## config.mk

```make
export PLATFORM = sky130hd
export DESIGN_NAME = mfid_decoder
export DESIGN_NICKNAME = d
export VERILOG_FILES = /design/src/shared/mfid_pkg.sv /design/src/design/mfid_decoder.sv
export SDC_FILE = /design/constraint.sdc
export NUM_CORES = 1
export LEC_CHECK = 0
export ABC_AREA = 1
export BUFFER_PORTS_ARGS = -buffer_cell sky130_fd_sc_hd__buf_2
export CAP_MARGIN = 15
export CORE_MARGIN = 2
export CORE_UTILIZATION = 53
export CTS_CLUSTER_DIAMETER = 80
export DETAILED_ROUTE_END_ITERATION = 12
export GPL_TIMING_DRIVEN = 0
export PLACE_DENSITY = 0.77
export SETUP_SLACK_MARGIN = 0.2
export SLEW_MARGIN = 20
export SYNTH_ARGS = -nofsm -noshare
export SYNTH_HDL_FRONTEND = slang
export SYNTH_SLANG_ARGS = --single-unit
```

## constraint.sdc

```tcl
create_clock -name i_clk -period 1.85 [get_ports i_clk]
set_input_delay 0.0925 -clock i_clk [delete_from_list [all_inputs] [get_ports i_clk]]
set_output_delay 0.0925 -clock i_clk [all_outputs]
set_load 0.1 [all_outputs]
```

## src/shared/mfid_pkg.sv

```systemverilog
// constants for the multifunction input decoder: codes, register map, defaults
// assumes a 250 MHz system clock and a classic wishbone slave with 32-bit data
package mfid_pkg;
   localparam int          NUM_IN       = 6;
   localparam int          SEL_W        = 8;
   localparam int          NUM_CTL      = 5;
   localparam int          NUM_IRQ      = 5;
   localparam int          ADR_W        = 8;

   // selector codes
   localparam logic [7:0]  CODE_MIN     = 8'h03;
   localparam logic [7:0]  CODE_MAX     = 8'h79;
   localparam logic [7:0]  CODE_STEP1   = 8'h03;
   localparam logic [7:0]  CODE_STEP3   = 8'h05;
   localparam logic [7:0]  CODE_RAMP1   = 8'h07;
   localparam logic [7:0]  CODE_BLK_NO  = 8'h08;
   localparam logic [7:0]  CODE_BLK_NC  = 8'h09;
   localparam logic [7:0]  CODE_THRU    = 8'h0F;
   localparam logic [7:0]  CODE_FRST    = 8'h14;
   localparam logic [7:0]  CODE_EST_NO  = 8'h15;
   localparam logic [7:0]  CODE_EST_NC  = 8'h17;
   localparam logic [7:0]  CODE_TIMER   = 8'h18;
   localparam logic [7:0]  CODE_RAMP2   = 8'h1A;
   localparam logic [3:0]  CODE_EF_HI   = 4'h2;
   localparam logic [7:0]  CODE_ELV_LO  = 8'h50;
   localparam logic [7:0]  CODE_ELV_HI  = 8'h58;
   localparam logic [7:0]  CODE_COMTST  = 8'h67;
   localparam logic [7:0]  CODE_BRAKE   = 8'h79;

   // external fault code fields (low nibble)
   localparam int          EF_NC_BIT    = 0;
   localparam int          EF_RUN_BIT   = 1;
   localparam int          EF_METH_LSB  = 2;
   localparam logic [1:0]  METH_RAMP    = 2'h0;
   localparam logic [1:0]  METH_COAST   = 2'h1;
   localparam logic [1:0]  METH_EMER    = 2'h2;
   localparam logic [1:0]  METH_ALARM   = 2'h3;

   // default selectors, terminal 3 in the low byte
   localparam logic [NUM_IN-1:0][SEL_W-1:0] DEF_SEL_A = {8'h0F, 8'h05, 8'h04, 8'h03, 8'h13, 8'h24};
   localparam logic [NUM_IN-1:0][SEL_W-1:0] DEF_SEL_B = {8'h0F, 8'h0F, 8'h53, 8'h51, 8'h54, 8'h50};
   localparam logic [1:0]  MODE_RST     = 2'h0;

   // register byte offsets
   localparam logic [7:0]  OFS_SEL0     = 8'h00;
   localparam logic [7:0]  OFS_CTRL     = 8'h18;
   localparam logic [7:0]  OFS_TERM     = 8'h1C;
   localparam logic [7:0]  OFS_STAT     = 8'h20;
   localparam logic [7:0]  OFS_IRQ      = 8'h24;
   localparam logic [7:0]  OFS_MASK     = 8'h28;
   localparam int          CTRL_LOAD    = 2;

   // interrupt status bits
   localparam int          IRQ_FAULT    = 0;
   localparam int          IRQ_ESTOP    = 1;
   localparam int          IRQ_BLOCK    = 2;
   localparam int          IRQ_ALARM    = 3;
   localparam int          IRQ_TERM     = 4;

   // block alarm blink half period
   localparam longint      CLK_PS       = 4000;
   localparam longint      FLASH_HALF_MS = 250;
   localparam longint      FLASH_HALF_CYC = (FLASH_HALF_MS * 1000000000) / CLK_PS;
endpackage : mfid_pkg

```

## src/design/mfid_decoder.sv

```systemverilog
// multifunction input decoder: six selectable terminal functions with a wishbone register file
// assumes terminals and control pins are asynchronous to i_clk; host follows classic wishbone
`timescale 1ns/10ps

// Operation
// (RL1) six selectors, codes 3 through 79
// (RL2) terminals 3-7 defaults follow speed priority mode
// (RL3) eighth terminal defaults to pass-through
// (RL4) decode each documented code to its function
// (RL5) codes 3,4,5 form step speed index
// (RL6) code 7 picks ramp set one or two
// (RL7) blocking stops switching, flashes block alarm
// (RL8) code 8 blocks open, code 9 closed
// (RL9) controller applies brake before blocking output
// (RL10) pass-through does nothing, state stays readable
// (RL11) fault closes contact and shuts output off; the code sets output off only for coast-method faults
// (RL12) fault reset ignored while run command present
// (RL13) emergency stop decelerates on emergency ramp
// (RL14) no restart until stopped, released, unrun
// (RL15) code 15 closed active, 17 open active
// (RL16) overvoltage fault shuts output, motor coasts
// (RL17) external fault codes: polarity, scope, method
// (RL18) synchronise inputs; unknown codes act as pass-through
// (RL19) same function on several terminals is ORed
module mfid_decoder #(
   parameter int          NIN            = mfid_pkg::NUM_IN,
   parameter longint      FLASH_HALF_CYC = mfid_pkg::FLASH_HALF_CYC
) (
   // clock and reset
   input  wire logic                       i_clk,
   input  wire logic                       i_nrst,
   // wishbone slave
   input  wire logic                       i_wb_cyc,
   input  wire logic                       i_wb_stb,
   input  wire logic                       i_wb_we,
   input  wire logic [mfid_pkg::ADR_W-1:0] i_wb_adr,
   input  wire logic [3:0]                 i_wb_sel,
   input  wire logic [31:0]                i_wb_dat,
   output logic      [31:0]                o_wb_dat,
   output logic                            o_wb_ack,
   output logic                            o_irq,
   // terminal pins, config_input_3 in bit 0
   input  wire logic [NIN-1:0]             i_config_input,
   // drive status pins
   input  wire logic                       i_run_up,
   input  wire logic                       i_run_down,
   input  wire logic                       i_motor_stopped,
   input  wire logic                       i_keypad_reset,
   input  wire logic                       i_overvoltage,
   // function outputs
   output logic      [2:0]                 o_step_index,
   output logic                            o_ramp_set2,
   output logic                            o_ramp_select2,
   output logic                            o_output_block,
   output logic                            o_output_block_alarm,
   output logic                            o_timer_input,
   output logic      [8:0]                 o_elevator_cmd,
   output logic                            o_comm_test,
   output logic                            o_brake_feedback,
   output logic                            o_fault_contact,
   output logic                            o_output_off,
   output logic                            o_ramp_stop,
   output logic                            o_emergency_decel,
   output logic                            o_run_inhibit,
   output logic                            o_ext_fault_alarm
);
   localparam logic [31:0] FLASH_TC = 32'(FLASH_HALF_CYC - 1);

   typedef struct packed {
      logic [NIN-1:0]                         sync1;
      logic [NIN-1:0]                         sync2;
      logic [mfid_pkg::NUM_CTL-1:0]           csync1;
      logic [mfid_pkg::NUM_CTL-1:0]           csync2;
      logic [NIN-1:0]                         term_prev;
      logic [NIN-1:0][mfid_pkg::SEL_W-1:0]    sel;
      logic [1:0]                             mode;
      logic [mfid_pkg::NUM_IRQ-1:0]           irq_stat;
      logic [mfid_pkg::NUM_IRQ-1:0]           irq_mask;
      logic                                   irq;
      logic                                   ack;
      logic [31:0]                            dat;
      logic                                   fault;
      logic [1:0]                             fault_meth;
      logic                                   estop_latch;
      logic [31:0]                            flash_cnt;
      logic                                   flash;
      logic [2:0]                             step;
      logic                                   ramp2;
      logic                                   ramp_sel2;
      logic                                   block;
      logic                                   timer_in;
      logic [8:0]                             elev;
      logic                                   comm_test;
      logic                                   brake_fb;
      logic                                   out_off;
      logic                                   ramp_stop;
      logic                                   emer_decel;
      logic                                   inhibit;
      logic                                   ext_alarm;
   } mfid_state_t;

   localparam mfid_state_t ST_RST = '{sel: mfid_pkg::DEF_SEL_A, mode: mfid_pkg::MODE_RST, default: '0};

   mfid_state_t st_ff;
   mfid_state_t nxt_st;

   // per-terminal function hits
   logic [NIN-1:0]       f_step0, f_step1, f_step2, f_ramp1, f_ramp2, f_blk, f_rst, f_est, f_tmr;
   logic [NIN-1:0]       f_ct, f_bf, f_ef_ramp, f_ef_coast, f_ef_emer, f_ef_alarm;
   logic [NIN-1:0][8:0]  f_elev;
   logic                 run_cmd;
   logic                 stopped;

   assign run_cmd = st_ff.csync2[0] | st_ff.csync2[1];
   assign stopped = st_ff.csync2[2];

   genvar gi;
   generate
      for (gi = 0; gi < NIN; gi++) begin : g_term
         logic [7:0] code;
         logic       on;
         logic       ef_hit;
         logic       ef_act;
         assign code    = st_ff.sel[gi];
         assign on      = st_ff.sync2[gi];
         assign f_step0[gi] = (code == mfid_pkg::CODE_STEP1) & on;                       // see RL5
         assign f_step1[gi] = (code == mfid_pkg::CODE_STEP1 + 8'h01) & on;               // see RL5
         assign f_step2[gi] = (code == mfid_pkg::CODE_STEP3) & on;                       // see RL5
         assign f_ramp1[gi] = (code == mfid_pkg::CODE_RAMP1) & on;                       // see RL6
         assign f_ramp2[gi] = (code == mfid_pkg::CODE_RAMP2) & on;                       // see RL4
         assign f_blk[gi]   = ((code == mfid_pkg::CODE_BLK_NO) & ~on)                    // see RL8
                            | ((code == mfid_pkg::CODE_BLK_NC) & on);
         assign f_rst[gi]   = (code == mfid_pkg::CODE_FRST) & on;                        // see RL12
         assign f_est[gi]   = ((code == mfid_pkg::CODE_EST_NO) & on)                     // see RL15
                            | ((code == mfid_pkg::CODE_EST_NC) & ~on);
         assign f_tmr[gi]   = (code == mfid_pkg::CODE_TIMER) & on;                       // see RL4
         assign f_ct[gi]    = (code == mfid_pkg::CODE_COMTST) & on;                      // see RL4
         assign f_bf[gi]    = (code == mfid_pkg::CODE_BRAKE) & on;                       // see RL4
         // elevator commands 50..58 map to one bit each
         for (genvar ge = 0; ge < 9; ge++) begin : g_elev
            assign f_elev[gi][ge] = (code == mfid_pkg::CODE_ELV_LO + 8'(ge)) & on;       // see RL4
         end
         // low nibble: polarity, scope, stop method
         assign ef_hit = (code[7:4] == mfid_pkg::CODE_EF_HI);                            // see RL17
         assign ef_act = ef_hit & (on ^ code[mfid_pkg::EF_NC_BIT])
                       & (~code[mfid_pkg::EF_RUN_BIT] | run_cmd);
         assign f_ef_ramp[gi]  = ef_act & (code[3:2] == mfid_pkg::METH_RAMP);
         assign f_ef_coast[gi] = ef_act & (code[3:2] == mfid_pkg::METH_COAST);
         assign f_ef_emer[gi]  = ef_act & (code[3:2] == mfid_pkg::METH_EMER);
         assign f_ef_alarm[gi] = ef_act & (code[3:2] == mfid_pkg::METH_ALARM);
      end
   endgenerate

   // combined function levels; codes not listed hit nothing and pass through
   logic       est_act;
   logic       blk_act;
   logic       rst_req;
   logic       fault_req;
   logic [1:0] req_meth;
   logic       wb_req;
   logic       wb_wr;
   logic [8:0] elev_or;

   assign est_act = |f_est;                                                              // see RL19
   assign blk_act = |f_blk;                                                              // see RL19
   assign rst_req = (st_ff.csync2[3] | (|f_rst)) & ~run_cmd;                              // see RL12
   assign fault_req = (|f_ef_ramp) | (|f_ef_coast) | (|f_ef_emer) | st_ff.csync2[4];     // see RL11
   assign wb_req  = i_wb_cyc & i_wb_stb & ~st_ff.ack;
   assign wb_wr   = wb_req & i_wb_we & i_wb_sel[0];

   always_comb begin
      elev_or = '0;
      for (int k = 0; k < NIN; k++) begin
         elev_or = elev_or | f_elev[k];                                                 // see RL19
      end
   end

   // coast wins over emergency, emergency over ramp
   always_comb begin
      if (st_ff.csync2[4] | (|f_ef_coast)) begin
         req_meth = mfid_pkg::METH_COAST;                                               // see RL16
      end else if (|f_ef_emer) begin
         req_meth = mfid_pkg::METH_EMER;
      end else begin
         req_meth = mfid_pkg::METH_RAMP;
      end
   end

   always_comb begin
      nxt_st = st_ff;
      // two-stage synchronisers
      nxt_st.sync1  = i_config_input;                                                    // see RL18
      nxt_st.sync2  = st_ff.sync1;
      nxt_st.csync1 = {i_overvoltage, i_keypad_reset, i_motor_stopped, i_run_down, i_run_up};
      nxt_st.csync2 = st_ff.csync1;
      nxt_st.term_prev = st_ff.sync2;

      // register writes
      nxt_st.ack = wb_req;
      if (wb_wr) begin
         if (i_wb_adr < mfid_pkg::OFS_CTRL) begin
            nxt_st.sel[i_wb_adr[4:2]] = i_wb_dat[7:0];                                    // see RL1
         end else if (i_wb_adr == mfid_pkg::OFS_CTRL) begin
            nxt_st.mode = i_wb_dat[1:0];
            if (i_wb_dat[mfid_pkg::CTRL_LOAD]) begin
               nxt_st.sel = (i_wb_dat[1:0] == 2'h1 || i_wb_dat[1:0] == 2'h2)             // see RL2
                          ? mfid_pkg::DEF_SEL_B : mfid_pkg::DEF_SEL_A;                    // see RL3
            end
         end else if (i_wb_adr == mfid_pkg::OFS_IRQ) begin
            nxt_st.irq_stat = st_ff.irq_stat & ~i_wb_dat[mfid_pkg::NUM_IRQ-1:0];
         end else if (i_wb_adr == mfid_pkg::OFS_MASK) begin
            nxt_st.irq_mask = i_wb_dat[mfid_pkg::NUM_IRQ-1:0];
         end
      end

      // register reads
      nxt_st.dat = '0;
      if (wb_req & ~i_wb_we) begin
         case (i_wb_adr)
            mfid_pkg::OFS_CTRL: nxt_st.dat = {30'h0, st_ff.mode};
            mfid_pkg::OFS_TERM: nxt_st.dat = 32'(st_ff.sync2);                            // see RL10
            mfid_pkg::OFS_STAT: nxt_st.dat = {25'h0, st_ff.ext_alarm, st_ff.block, st_ff.inhibit,
                                              st_ff.estop_latch, st_ff.fault_meth, st_ff.fault};
            mfid_pkg::OFS_IRQ:  nxt_st.dat = 32'(st_ff.irq_stat);
            mfid_pkg::OFS_MASK: nxt_st.dat = 32'(st_ff.irq_mask);
            default: begin
               if (i_wb_adr < mfid_pkg::OFS_CTRL && i_wb_adr[1:0] == 2'h0) begin
                  nxt_st.dat = 32'(st_ff.sel[i_wb_adr[4:2]]);
               end
            end
         endcase
      end

      // fault latch, set wins over reset
      if (fault_req) begin
         nxt_st.fault = 1'b1;                                                            // see RL11
         if (!st_ff.fault || req_meth == mfid_pkg::METH_COAST) begin
            nxt_st.fault_meth = req_meth;                                                // see RL17
         end
      end else if (rst_req) begin
         nxt_st.fault = 1'b0;                                                            // see RL12
      end

      // emergency stop latch, cleared only when all three hold
      if (est_act & (run_cmd | ~stopped)) begin
         nxt_st.estop_latch = 1'b1;                                                      // see RL13
      end else if (stopped & ~est_act & ~run_cmd) begin
         nxt_st.estop_latch = 1'b0;                                                      // see RL14
      end

      // function outputs
      nxt_st.step      = {|f_step2, |f_step1, |f_step0};                                 // see RL5
      nxt_st.ramp2     = |f_ramp1;                                                       // see RL6
      nxt_st.ramp_sel2 = |f_ramp2;
      nxt_st.block     = blk_act;                                                        // see RL7
      nxt_st.timer_in  = |f_tmr;
      nxt_st.elev      = elev_or;
      nxt_st.comm_test = |f_ct;
      nxt_st.brake_fb  = |f_bf;
      nxt_st.ext_alarm = |f_ef_alarm;                                                    // see RL17
      nxt_st.out_off   = blk_act | (nxt_st.fault & nxt_st.fault_meth == mfid_pkg::METH_COAST); // see RL7
      nxt_st.ramp_stop = nxt_st.fault & nxt_st.fault_meth == mfid_pkg::METH_RAMP;
      nxt_st.emer_decel = ~nxt_st.out_off & ((nxt_st.fault & nxt_st.fault_meth == mfid_pkg::METH_EMER)
                        | (nxt_st.estop_latch & ~stopped));                              // see RL13
      nxt_st.inhibit   = nxt_st.fault | nxt_st.estop_latch;                              // see RL14

      // block alarm blinks while blocked
      if (!blk_act) begin
         nxt_st.flash_cnt = '0;
         nxt_st.flash     = 1'b0;
      end else if (!st_ff.block) begin
         nxt_st.flash_cnt = '0;
         nxt_st.flash     = 1'b1;                                                        // see RL7
      end else if (st_ff.flash_cnt == FLASH_TC) begin
         nxt_st.flash_cnt = '0;
         nxt_st.flash     = ~st_ff.flash;
      end else begin
         nxt_st.flash_cnt = st_ff.flash_cnt + 32'h1;
      end

      // sticky events, set wins over write-one-to-clear
      if (fault_req & ~st_ff.fault) nxt_st.irq_stat[mfid_pkg::IRQ_FAULT] = 1'b1;
      if (nxt_st.estop_latch & ~st_ff.estop_latch) nxt_st.irq_stat[mfid_pkg::IRQ_ESTOP] = 1'b1;
      if (blk_act & ~st_ff.block) nxt_st.irq_stat[mfid_pkg::IRQ_BLOCK] = 1'b1;
      if ((|f_ef_alarm) & ~st_ff.ext_alarm) nxt_st.irq_stat[mfid_pkg::IRQ_ALARM] = 1'b1;
      if (st_ff.sync2 != st_ff.term_prev) nxt_st.irq_stat[mfid_pkg::IRQ_TERM] = 1'b1;
      nxt_st.irq = |(nxt_st.irq_stat & nxt_st.irq_mask);
   end

   always_ff @(posedge i_clk or negedge i_nrst) begin
      if (!i_nrst) begin
         st_ff <= ST_RST;
      end else begin
         st_ff <= nxt_st;
      end
   end

   assign o_wb_dat             = st_ff.dat;
   assign o_wb_ack             = st_ff.ack;
   assign o_irq                = st_ff.irq;
   assign o_step_index         = st_ff.step;
   assign o_ramp_set2          = st_ff.ramp2;
   assign o_ramp_select2       = st_ff.ramp_sel2;
   assign o_output_block       = st_ff.block;
   assign o_output_block_alarm = st_ff.flash;
   assign o_timer_input        = st_ff.timer_in;
   assign o_elevator_cmd       = st_ff.elev;
   assign o_comm_test          = st_ff.comm_test;
   assign o_brake_feedback     = st_ff.brake_fb;
   assign o_fault_contact      = st_ff.fault;
   assign o_output_off         = st_ff.out_off;
   assign o_ramp_stop          = st_ff.ramp_stop;
   assign o_emergency_decel    = st_ff.emer_decel;
   assign o_run_inhibit        = st_ff.inhibit;
   assign o_ext_fault_alarm    = st_ff.ext_alarm;
endmodule : mfid_decoder

```

==> qor_table.md <==
| Metric | Reported | Unit |
|---|---|---|
| Outcome | complete, but fails checks | - |
| Failing checks | setup timing | - |
| TritonCTS clock tree | built | - |
| GR Layer Usage met1 | 0.4617 | - |
| Placer's final routability congestion estimate | 1.010 | - |
| GRT Residual Overflow | 0 | - |
| Met3 Usage GRT | 0.05813 | - |
| Relative contribution of sequential cells to total power | 0.408 | - |
| Max H-tree Level | 4 | - |
| Share of the cycle needed by the critical path after routing | 1.184 | - |
| Pin count of the biggest net entering global routing | 84 | - |
| Cts bufs inserted | 17 | - |
| Kind of launch point of the worst setup path | register | - |
| Unique cell type count in the Yosys netlist | 63 | - |
| Area of the mapped netlist | 0.009464 | mm² |
| CTS Buffer Depth | 2 | - |
| Worst-margin pin slew | 794.3 | ps |
| Crit path kind | register to register | - |
| Power density over the cells | 748.7 | mW/mm² |
| Worst Hold Launch | i_wb_dat[6] | - |
| Global router's overall resource usage | 0.3492 | - |
| Initial standard-cell utilization of the core | 0.5453 | - |
| Worst setup slack before clock tree synthesis | -655.3 | ps |
| Part of the power in combinational logic | 0.216 | - |
| Vert. Die Dim | 137.6 | µm |
| Number of diodes added for antenna fixing | 0 | - |
| Post-detailed-route via-to-cell ratio | 6.055 | - |
| First-pass GRT wire length | 49300 | µm |
| Site Rows | 48 | - |
| Post-Route Setup TNS | -7054 | ps |
| Overall routed net length | 35770 | µm |
| Unrepaired setup endpoints after global routing | yes | - |
| Worst-path cell with the longest stage delay | dfrtp_1 | - |
| Area Overhead vs Synth | 37.85 | % |
| Area used by multi-input combinational logic | 0.005660 | mm² |
| Number of DRC markers after the initial detailed-route iteration | 1336 | - |
| Placed Cells incl. Taps | 1528 | - |
| FF-to-FF Start | g_term[2].code[3] | - |
| Residual antenna-violating net count after detailed routing | 0 | - |
| Number of antenna violations at the first check in global routing | 0 | - |
| EDFF count, synth | 0 | - |
| Final std cells w/o fill | 1664 | - |
| Clock Tree Root | clkbuf_16 | - |
| Fmax | 0.4565 | GHz |
| Min-delay worst type | input pin to register | - |
| Cell-internal power | 6.364 | mW |
| Worst Setup SP | g_term[2].code[3] | - |
| Setup slack of the critical path after layout | -340.5 | ps |
| Type of element capturing the critical path | register | - |
| Relative slew margins | 0.4656 | - |
| Seq cells post-synth | 158 | - |
| Final Max Tran Viols | 0 | - |
| Fraction of layout cells with a size suffix above 1 | 0.4225 | - |
| Seq/Total Area, Yosys | 0.4196 | - |
| Switching Power | 3.403 | mW |
| Filler cell count in the final layout | 1223 | - |
| Die Area | 0.01894 | mm² |
| HPWL after DPL | 23990 | µm |
| IO Port Bufs | 67 | - |
| CP peak stage delay | 510 | ps |
| Ys Warns | 0 | - |
| Post-detailed-route wirelength per cell | 21.49 | µm |
| Sink count of the clock tree | 158 | - |
| Max-capacitance violation count | 0 | - |
| Proportion of netlist area held by the largest area contributor | 0.3808 | - |
| Net count of the finished layout | 1487 | - |
| Number of iterations in the first detailed-routing pass | 6 | - |
| Cell breakdown of the critical path | inv_1 -> nor2_1 -> nand4_1 -> nand2_1 -> nor2_2 -> nand2_4 -> nand3_4 -> clkbuf_16 -> a211oi_2 | - |
| Endpoints failing setup | 37 | - |
| Area leader, netlist | dfrtp_1 | - |
| Storage cell area | 0.003993 | mm² |
| Floorplan Core Area | 0.01736 | mm² |
| Met2 Track Usage GR | 0.5627 | - |
| Asr flop ratio synth | 1.000 | - |
| Relative contribution of the clock network to total power | 0.376 | - |
| Clock Pin Slew Worst Setup and Hold Paths | 70 | ps |
| Count of pins on the block boundary | 119 | - |
| Die Width | 137.6 | µm |
| Count of vias placed by the detailed router | 10080 | - |
| DRC | 0 | - |
| CP required | 2200 | ps |
| Worst ir drop on vdd | 0.8040 | mV |
| Final Hold Fails | 0 | - |
| Final period demand of the worst path | 2191 | ps |
| Synthesized area per cell | 7.809 | µm² |
| Arrival time of data at the critical path endpoint | 2540 | ps |
| Post-Route Skew | 16.08 | ps |
| Number of global-route vias before repair | 9014 | - |
| Most used routing layer in global routing | met2 | - |
| Sw Ratio | 0.3484 | - |
| Worst hold margin | 60.03 | ps |
| Highest fanout seen on the critical path | 6 | - |
| Clock latency reported for the late side of the worst-skew pair | 450 | ps |
| Static Leak | 5.806 | nW |
| Post-synthesis cell count | 1212 | - |
| Biggest area contributors in the synthesized netlist | dfrtp_1 (38%), nand2_1 (7.9%), inv_1 (6.0%) | - |
| Prevailing post-synth register cell | dfrtp_1 | - |
layer usage:
metal	wire length [µm]	part of all wire	up-vias
met4	2167	0.061	0
met1	13140	0.37	4801
met2	16870	0.47	663
met5	0	0	-
met3	3582	0.10	169
li1	-	-	4443
state kept, by name (all words and copies together) (netlist names), 3 cells and up:
name            cells
o_elevator_cmd      9
o_wb_dat            8
nxt_st             11
st_ff              58
g_term.code        48
g_term.on           6
o_step_index        3
cell usage after synthesis (3+ instances only):
cell type / n
a21oi_1: 22
a21oi_2: 5
a221oi_1: 6
a22oi_1: 3
a311oi_1: 4
a31oi_1: 9
buf_2: 11
buf_4: 50
dfrtp_1: 144
dfstp_2: 14
inv_1: 152
inv_2: 29
nand2_1: 199
nand2_2: 11
nand2_4: 4
nand3_1: 72
nand3_2: 9
nand4_1: 27
nand4_2: 3
nor2_1: 141
nor2_2: 19
nor2_4: 9
nor3_1: 34
nor3_2: 5
nor3b_2: 3
nor4_1: 17
o2111ai_1: 7
o211ai_1: 3
o21a_1: 4
o21ai_0: 70
o21ai_1: 14
o21ai_2: 3
o221ai_1: 7
o22ai_1: 43
or2_2: 3
xnor2_1: 9
xor2_1: 11
through the flow:
step                power [mW]  instance area [µm²]  utilization
floorplan                5.028                 9623            -
global placement         5.507                10240       0.5900
detailed placement       5.532                10280       0.5921
CTS                      9.386                11830       0.6813
global route             10.04                13050       0.7517
finish                   9.767                13050       0.7517
what timing repair did:
| item | 4_1_cts | 5_1_grt |
|---|---|---|
| gates cloned | 1 | 3 |
| buffers inserted | 43 | 40 |
| gates resized for setup | 134 | 218 |
| setup endpoints to repair | 66 | 96 |
| hold endpoints to repair | 89 | 0 |
| pin swaps | 42 | 66 |
| hold buffers | 17 | 0 |
cell usage in the layout, fill, tap and decap left out, types with 6 or more instances in the layout:
cell type      Yosys  layout
nand3_2            9      29
nor3_1            34      23
nand4_1           27      27
buf_2             11      70
inv_1            152     119
nand2_1          199     160
buf_6              2      19
nor2_2            19      42
nor4_2             2       8
nand3_1           72      48
inv_4              1       9
dfrtp_1          144     129
o21ai_0           70      64
clkbuf_16          0      19
o221ai_1           7       7
o21ai_1           14      17
dfrtp_2            0      14
xor2_1            11       9
buf_4             50     121
nand2_2           11      42
nor4_1            17       7
clkinvlp_4         0       7
a21oi_2            5       8
a21oi_1           22      16
conb_1             1      24
o22ai_1           43      38
nor2_1           141      75
nor2_4             9      52
nand2_4            4      11
a31oi_1            9       9
xnor2_1            9       7
dfstp_2           14      14
nor3_4             2      14
nand3_4            1       6
dlygate4sd3_1      0      17
inv_2             29      51
layout make-up:
| type | count | share of cell area |
|---|---|---|
| multi-input combinational | 830 | 0.4339 |
| tap | 225 | 0.02158 |
| inverter | 182 | 0.05524 |
| sequential | 158 | 0.3060 |
| clock inverter | 13 | 0.01160 |
| clock buffer | 19 | 0.03395 |
| timing repair buffer | 171 | 0.09792 |
| buffer | 66 | 0.03980 |
worst paths after layout:
kind	slack [ps]	end	cells past startpoint
worst min-delay path	60	g_term[5].code[6]	3
worst max-delay path	-340	st_ff[35]	9
worst min register to register	350	g_term[3].on	0
max in group asynchronous	770	g_term[1].code[1]	3
min in group asynchronous	210	st_ff[157]	2
worst max register to register	-340	st_ff[35]	9
power groups by stage:
stage               clock [mW]  sequential, mW  combinational, mW
floorplan                    0            4.02               1.01
global placement             0            4.00               1.51
detailed placement           0            4.00               1.53
CTS                       3.64            3.96               1.78
global route              3.82            4.00               2.21
finish                    3.67            3.99               2.11
critical path, delay by kind of cell (launching register included):
kind | cells | cell delay, ps
AND/OR/NAND/NOR | 6 | 980
AO/OA/AOI/OAI | 1 | 220
flip-flops | 1 | 510
buffers and inverters | 2 | 360
cells by family after synthesis:
family / after synthesis / share of synthesized area
compound gates: 219 / 0.1465
mux: 3 / 0.003569
xor+xnor: 20 / 0.01851
buf+inv: 248 / 0.1215
fa+ha+maj: 1 / 0.001322
flops: 158 / 0.4196
other cells: 1 / 0.0003962
simple gates: 562 / 0.2886
No activity file was read; power rests on OpenSTA's default activity.
